$ cat src/fsc_pkg.sv
// Package with field layout, reset values and carrier types for the FPU regs
package fsc_pkg;

  // ----------------------------------------------------------------
  // Status/control field positions
  // ----------------------------------------------------------------
  localparam int RSV_HI     = 31;
  localparam int RSV_LO     = 22;
  localparam int BANK_POS   = 21;
  localparam int PAIR_POS   = 20;
  localparam int DBL_POS    = 19;
  localparam int FLUSH_POS  = 18;
  localparam int CAUSE_HI   = 17;
  localparam int CAUSE_LO   = 12;
  localparam int EN_HI      = 11;
  localparam int EN_LO      = 7;
  localparam int FLAG_HI    = 6;
  localparam int FLAG_LO    = 2;
  localparam int RND_HI     = 1;
  localparam int RND_LO     = 0;

  // Exception source index inside a six-bit source vector
  localparam int SRC_ERR    = 5;
  localparam int SRC_INV    = 4;
  localparam int SRC_DIV0   = 3;
  localparam int SRC_OVF    = 2;
  localparam int SRC_UNF    = 1;
  localparam int SRC_INX    = 0;

  // ----------------------------------------------------------------
  // Reset values and codes
  // ----------------------------------------------------------------
  localparam logic       BANK_RST  = 1'h0;
  localparam logic       PAIR_RST  = 1'h0;
  localparam logic       DBL_RST   = 1'h0;
  localparam logic       FLUSH_RST = 1'h1;
  localparam logic [5:0] CAUSE_RST = 6'h00;
  localparam logic [4:0] EN_RST    = 5'h00;
  localparam logic [4:0] FLAG_RST  = 5'h00;
  localparam logic [1:0] RND_RST   = 2'h1;
  localparam logic [1:0] RND_NEAR  = 2'h0;
  localparam logic [1:0] RND_ZERO  = 2'h1;
  localparam logic [9:0] RSV_VAL   = 10'h000;
  localparam logic [31:0] WORD_RST = 32'h00000000;

  // ----------------------------------------------------------------
  // Carrier types
  // ----------------------------------------------------------------
  typedef struct packed {
    logic        sel_status;  // Access targets the status/control word
    logic        sel_word;    // Access targets the transfer word
    logic        wr;          // Store-system (write) strobe
    logic        rd;          // Load-system (read) strobe
    logic [31:0] wdata;       // Write data
  } fsc_core_req_t;

  typedef struct packed {
    logic       bank_swap;    // Bank roles swapped
    logic       pair;         // Float moves carry 64-bit pairs
    logic       dbl;          // Double-precision execution
    logic       flush;        // Denormals treated as zero
    logic [1:0] rnd;          // Rounding select
  } fsc_mode_t;

endpackage

$ cat src/fsc_regs.sv
// FPU status/control register and CPU-to-FPU transfer word
`timescale 1ns/1ns

module fsc_regs
  import fsc_pkg::*;
(
  input  wire logic          sys_clk,       // 100 MHz clock
  input  wire logic          rst,           // Async reset, active high
  input  wire fsc_core_req_t core_req,      // Core system load/store
  output logic [31:0]        core_rdata,    // Read data, registered
  output logic               core_rvalid,   // Read data valid pulse
  input  wire logic          op_exec,       // FPU operation executes
  input  wire logic [5:0]    op_exc,        // Sources E,V,Z,O,U,I
  input  wire logic          fpu_word_wr,   // FPU writes transfer word
  input  wire logic [31:0]   fpu_word_wdata,// FPU write data
  output logic [31:0]        fpu_word,      // Transfer word value
  output fsc_mode_t          mode,          // Current mode bits
  output logic               primary_bank,  // Bank behind primary view
  output logic               extended_bank, // Bank behind extended view
  output logic               gfx_undefined, // Graphics ops undefined
  output logic               exc_req        // Exception handling pulse
);

  // ----------------------------------------------------------------
  // State
  // ----------------------------------------------------------------
  logic        bank_ff;
  logic        pair_ff;
  logic        dbl_ff;
  logic        flush_ff;
  logic [1:0]  rnd_ff;
  logic [5:0]  cause_ff;
  logic [4:0]  en_ff;
  logic [4:0]  flag_ff;
  logic [31:0] word_ff;
  logic [31:0] rdata_ff;
  logic        rvalid_ff;
  logic        exc_ff;

  logic [5:0]  nxt_cause;
  logic [4:0]  nxt_flag;
  logic [5:0]  src;
  logic        stat_wr;
  logic        word_wr;
  logic        nxt_exc;

  // Assemble the visible status word; reserved bits forced to zero
  function automatic logic [31:0] pack_status(
    input logic       bank,
    input logic       pair,
    input logic       dbl,
    input logic       flush,
    input logic [5:0] cause,
    input logic [4:0] en,
    input logic [4:0] flag,
    input logic [1:0] rnd
  );
    logic [31:0] w;
    w = 32'h00000000;
    w[RSV_HI:RSV_LO]     = RSV_VAL;
    w[BANK_POS]          = bank;
    w[PAIR_POS]          = pair;
    w[DBL_POS]           = dbl;
    w[FLUSH_POS]         = flush;
    w[CAUSE_HI:CAUSE_LO] = cause;
    w[EN_HI:EN_LO]       = en;
    w[FLAG_HI:FLAG_LO]   = flag;
    w[RND_HI:RND_LO]     = rnd;
    return w;
  endfunction

  // ----------------------------------------------------------------
  // Decode
  // ----------------------------------------------------------------
  assign stat_wr = core_req.wr & core_req.sel_status;
  assign word_wr = core_req.wr & core_req.sel_word;

  // Error source only exists while denormals are kept as such
  always_comb begin
    src          = op_exc;
    src[SRC_ERR] = op_exc[SRC_ERR] & ~flush_ff;
  end

  // ----------------------------------------------------------------
  // Mode bits
  // ----------------------------------------------------------------
  always_ff @(posedge sys_clk or posedge rst) begin
    if (rst) begin
      bank_ff  <= BANK_RST;
      pair_ff  <= PAIR_RST;
      dbl_ff   <= DBL_RST;
      flush_ff <= FLUSH_RST;
      rnd_ff   <= RND_RST;
    end else if (stat_wr) begin
      bank_ff  <= core_req.wdata[BANK_POS];
      pair_ff  <= core_req.wdata[PAIR_POS];
      dbl_ff   <= core_req.wdata[DBL_POS];
      flush_ff <= core_req.wdata[FLUSH_POS];
      rnd_ff   <= core_req.wdata[RND_HI:RND_LO];
    end
  end

  always_ff @(posedge sys_clk or posedge rst) begin
    if (rst) begin
      en_ff <= EN_RST;
    end else if (stat_wr) begin
      en_ff <= core_req.wdata[EN_HI:EN_LO];
    end
  end

  // ----------------------------------------------------------------
  // Cause and flag fields
  // ----------------------------------------------------------------
  // An event in the cycle of a software write is ORed on top, so a
  // write of zero can never swallow a fresh exception.
  always_comb begin
    if (stat_wr) begin
      nxt_cause = core_req.wdata[CAUSE_HI:CAUSE_LO];
    end else if (op_exec) begin
      nxt_cause = CAUSE_RST;
    end else begin
      nxt_cause = cause_ff;
    end
    if (stat_wr) begin
      nxt_flag = core_req.wdata[FLAG_HI:FLAG_LO];
    end else begin
      nxt_flag = flag_ff;
    end
    if (op_exec) begin
      nxt_cause = nxt_cause | src;
      nxt_flag  = nxt_flag | src[SRC_INV:SRC_INX];
    end
  end

  always_ff @(posedge sys_clk or posedge rst) begin
    if (rst) begin
      cause_ff <= CAUSE_RST;
      flag_ff  <= FLAG_RST;
    end else begin
      cause_ff <= nxt_cause;
      flag_ff  <= nxt_flag;
    end
  end

  // ----------------------------------------------------------------
  // Exception request
  // ----------------------------------------------------------------
  // Error has no enable bit and therefore cannot be masked
  assign nxt_exc = op_exec &
                   (src[SRC_ERR] |
                    (|(src[SRC_INV:SRC_INX] & en_ff)));

  always_ff @(posedge sys_clk or posedge rst) begin
    if (rst) begin
      exc_ff <= 1'h0;
    end else begin
      exc_ff <= nxt_exc;
    end
  end

  // ----------------------------------------------------------------
  // Transfer word
  // ----------------------------------------------------------------
  // Core store takes priority over an FPU write in the same cycle
  always_ff @(posedge sys_clk or posedge rst) begin
    if (rst) begin
      word_ff <= WORD_RST;
    end else if (word_wr) begin
      word_ff <= core_req.wdata;
    end else if (fpu_word_wr) begin
      word_ff <= fpu_word_wdata;
    end
  end

  // ----------------------------------------------------------------
  // Core read path
  // ----------------------------------------------------------------
  // Reads return the value before any same-cycle update
  always_ff @(posedge sys_clk or posedge rst) begin
    if (rst) begin
      rdata_ff  <= 32'h00000000;
      rvalid_ff <= 1'h0;
    end else begin
      rvalid_ff <= core_req.rd &
                   (core_req.sel_status | core_req.sel_word);
      if (core_req.rd & core_req.sel_status) begin
        rdata_ff <= pack_status(bank_ff, pair_ff, dbl_ff, flush_ff,
                                cause_ff, en_ff, flag_ff, rnd_ff);
      end else if (core_req.rd & core_req.sel_word) begin
        rdata_ff <= word_ff;
      end
    end
  end

  // ----------------------------------------------------------------
  // Outputs
  // ----------------------------------------------------------------
  assign core_rdata     = rdata_ff;
  assign core_rvalid    = rvalid_ff;
  assign fpu_word       = word_ff;
  assign mode.bank_swap = bank_ff;
  assign mode.pair      = pair_ff;
  assign mode.dbl       = dbl_ff;
  assign mode.flush     = flush_ff;
  assign mode.rnd       = rnd_ff;
  assign primary_bank   = bank_ff;
  assign extended_bank  = ~bank_ff;
  assign gfx_undefined  = dbl_ff;
  assign exc_req        = exc_ff;
endmodule

$ cat config.mk
export PLATFORM = sky130hd
export DESIGN_NAME = fsc_regs
export DESIGN_NICKNAME = d
export VERILOG_FILES = /design/src/fsc_pkg.sv /design/src/fsc_regs.sv
export SDC_FILE = /design/constraint.sdc
export NUM_CORES = 1
export LEC_CHECK = 0
export BUFFER_PORTS_ARGS = -buffer_cell sky130_fd_sc_hd__buf_4
export CAP_MARGIN = 10
export CORE_MARGIN = 4
export CORE_UTILIZATION = 40
export CTS_BUF_LIST = sky130_fd_sc_hd__clkbuf_16
export CTS_CLUSTER_DIAMETER = 120
export CTS_CLUSTER_SIZE = 24
export DETAILED_ROUTE_END_ITERATION = 12
export GPL_TIMING_DRIVEN = 0
export PLACE_DENSITY = 0.75
export SYNTH_ARGS = -nofsm -noshare
export SYNTH_HDL_FRONTEND = slang
export SYNTH_SLANG_ARGS = --single-unit
$ cat constraint.sdc
create_clock -name sys_clk -period 3 [get_ports sys_clk]
set_input_delay 0.9 -clock sys_clk [delete_from_list [all_inputs] [get_ports sys_clk]]
set_output_delay 0.9 -clock sys_clk [all_outputs]
set_load 0.02 [all_outputs]
==> reports/metrics.cfg <==
[placement]
routabilityCongestion=0.819
place_hpwl_um=9000
io_buffers=149

[cells_and_area]
nFillCells=833
final_nets=615
area_growth_pct=40.3
drive_gt1_share_pct=36.6
diodes=0

[sta]
finalMaxSlewViolations=0
tns_ps=0
rsz0062_at_grt=no
hold_viol=0
holdWs_ps=477
fin_crit_sh_pct=66.6
tightest_slew_ps=557
slew-limit-headroom_pct=62.9
max_freq_mhz=500
skew_ps=4.58
setup_viol=0
fin_crit_ps=2000

[floorplanning]
fp-row-count=35
core-area_um2=9420
die-area_um2=11500
io_pins=153
initial_core_util_pct=41.8
die_y_um=107
dieWidth_um=107

[grt]
antenna_found_initial=0
grt.overflow.total=0
grt_pass1_wl_um=18900
gr-usage-all-layers_pct=21.1
grt_max_degree=44
grt_pass1_vias=3661

[route]
antenna_left=0
via_per_inst=5.05
routed_wl_um=11900
drtIter0Drc=160
dr.pass1.iters=4
via_count=3381
drc=0
wl_per_cell_um=17.7

[power]
p_leak_nw=2.88
vdd_drop_max_uv=313
power.density_nw_per_um2=590

[clocking]
htreeDepth=3
post_cts_buffers=0
hold_buffers=0
clock_sinks=88
post_cts_resized=0
clock_latency_ps=320
clk_pin_slew_worst_paths_ps=60
root_buffer=clkbuf_16
cts_buffer_depth=2
cts_inserted_buffers=9
cts_tree=built

[min_path]
holdCritPathClass=register to register

[yosys]
syn_nets=453
yosys_warnings=0
yosysTopAreaCellShare_pct=54.7
async_reset_ff_share_pct=100
synth_edf_count=0
synth.area.top_cells=dfrtp_1 (55%), mux2i_1 (14%), nand2_1 (11%)
synth-seq-cells=88
synth_top_cell_by_area=dfrtp_1
syn_inst=375
netlist_area_um2=3940
synth_flop_cell=dfrtp_1
synth_seq_area_share_pct=56.0
synth_cell_types=27
synth.avg_cell_area_um2=10.5

[setup_path]
arrival_ps=1100
path_class=register to primary output
critPathMaxFanout=4
critPathCaptureType=primary output
worstSetupStartpointType=register
regToRegSetupSlack_ps=1830
cp.required_ps=2100

[run_status]
status=completed

[run]
drv_cap=0

routing by layer:
metal  up-vias  part of all wire [%]  GRT usage (%)
met5         -                     0              0
met4         0                   1.8           7.95
met3        18                   8.2           4.88
met2       134                    49           34.5
met1      1635                    41           27.3
li1       1594                     -              -
critical path, cell delays in order, from the launching register on:
cell and delay [ps]:
dfstp_2 550, buf_4 100, buf_4 120
kinds of logic (layout without fill, tap and decap cells):
| kind of cell | count (synthesis) | in the layout | share of synthesized area [%] |
|---|---|---|---|
| compound gates | 73 | 73 | 10.9 |
| simple gates | 129 | 129 | 13.2 |
| buf+inv | 31 | 197 | 6.20 |
| mux | 54 | 54 | 13.7 |
| flops | 88 | 88 | 56.0 |
synthesized netlist by cell type, types with 2 or more instances:
cell and count:
nand2_1 112, dfrtp_1 86, mux2i_1 54, o21ai_0 48, buf_6 11, nand3_1 11, a22o_1 10, buf_4 7
o21ai_1 7, buf_2 4, inv_1 4, clkbuf_4 3, a21oi_1 2, clkbuf_2 2, dfstp_2 2
power breakdown:
| group | leakage [nW] | switching [mW] | internal (mW) |
|---|---|---|---|
| clock | 0.133 | 0.444 | 0.553 |
| combinational | 1.67 | 0.436 | 0.368 |
| sequential | 1.08 | 0.113 | 1.34 |
worst paths after layout:
| check | endpoint | depth (start not counted) | startpoint |
|---|---|---|---|
| worst max-delay path | mode[2] | 2 | flush_ff$_DFFE_PP1P_ |
| worst min-delay path | rnd_ff[0]$_DFFE_PP1P_ | 2 | rnd_ff[0]$_DFFE_PP1P_ |
| worst max register to register | exc_req$_DFF_PP0_ | 3 | en_ff[4]$_DFFE_PP0P_ |
| worst min register to register | rnd_ff[0]$_DFFE_PP1P_ | 2 | rnd_ff[0]$_DFFE_PP1P_ |
| max in group asynchronous | rnd_ff[0]$_DFFE_PP1P_ | 3 | rst |
| min in group asynchronous | core_rdata[19]$_DFFE_PP0P_ | 2 | rst |
placed cells by master, fill, tap and decap left out:
cell        Yosys  final
buf_4           7    156
nand2_1       112    112
dfrtp_1        86     86
mux2i_1        54     54
o21ai_0        48     48
buf_6          11     11
nand3_1        11     11
a22o_1         10     10
clkbuf_16       0      9
o21ai_1         7      7
buf_2           4      4
clkbuf_4        3      3
inv_1           4      3
clkinv_2        0      3
clkbuf_2        2      2
a21oi_1         2      2
dfstp_2         2      2
buf_12          0      2
o21ai_4         1      1
nand2_4         1      1
nor2_2          1      1
and2_1          1      1
and2_0          1      1
a221oi_1        1      1
nor2b_1         1      1
a21boi_0        1      1
and3_1          1      1
a221o_1         1      1
clkinvlp_4      0      1
o21a_1          1      1
o22ai_1         1      1
clkinv_4        0      1
clkinv_1        0      1
inv_6           0      1
area by class of cell:
class / instances / area, um^2 / area share, %
flip-flops and latches: 88 / 2200 / 39.9
repair buffers: 151 / 1160 / 21.0
plain buffers: 27 / 229 / 4.15
clock inverters: 6 / 36.3 / 0.657
well taps: 129 / 161 / 2.92
multi-input cells: 256 / 1490 / 26.9
inverters: 4 / 18.8 / 0.340
clock buffers: 9 / 225 / 4.08
flip-flops by register name, indices dropped and copies added, names as in the netlist:
register	count
core_rdata	32
fpu_word	32
cause_ff	6
en_ff	5
flag_ff	5
rnd_ff	2
core_rvalid	1
exc_req	1
flush_ff	1
gfx_undefined	1
pair_ff	1
primary_bank	1
stage by stage:
step / worst slack, ps / utilization [%] / instances / power (mW) / instance area (um^2)
CTS: 988 / 58.6 / 670 / 3.29 / 5520
floorplan: 1080 / - / 375 / 1.87 / 3940
global placement: 477 / 55.4 / 653 / 2.25 / 5220
detailed placement: 1060 / 55.9 / 655 / 2.29 / 5260
global route: 961 / 58.6 / 670 / 3.42 / 5520
finish: 1000 / 58.6 / 670 / 3.26 / 5520
(Power assumes the default switching activity.)
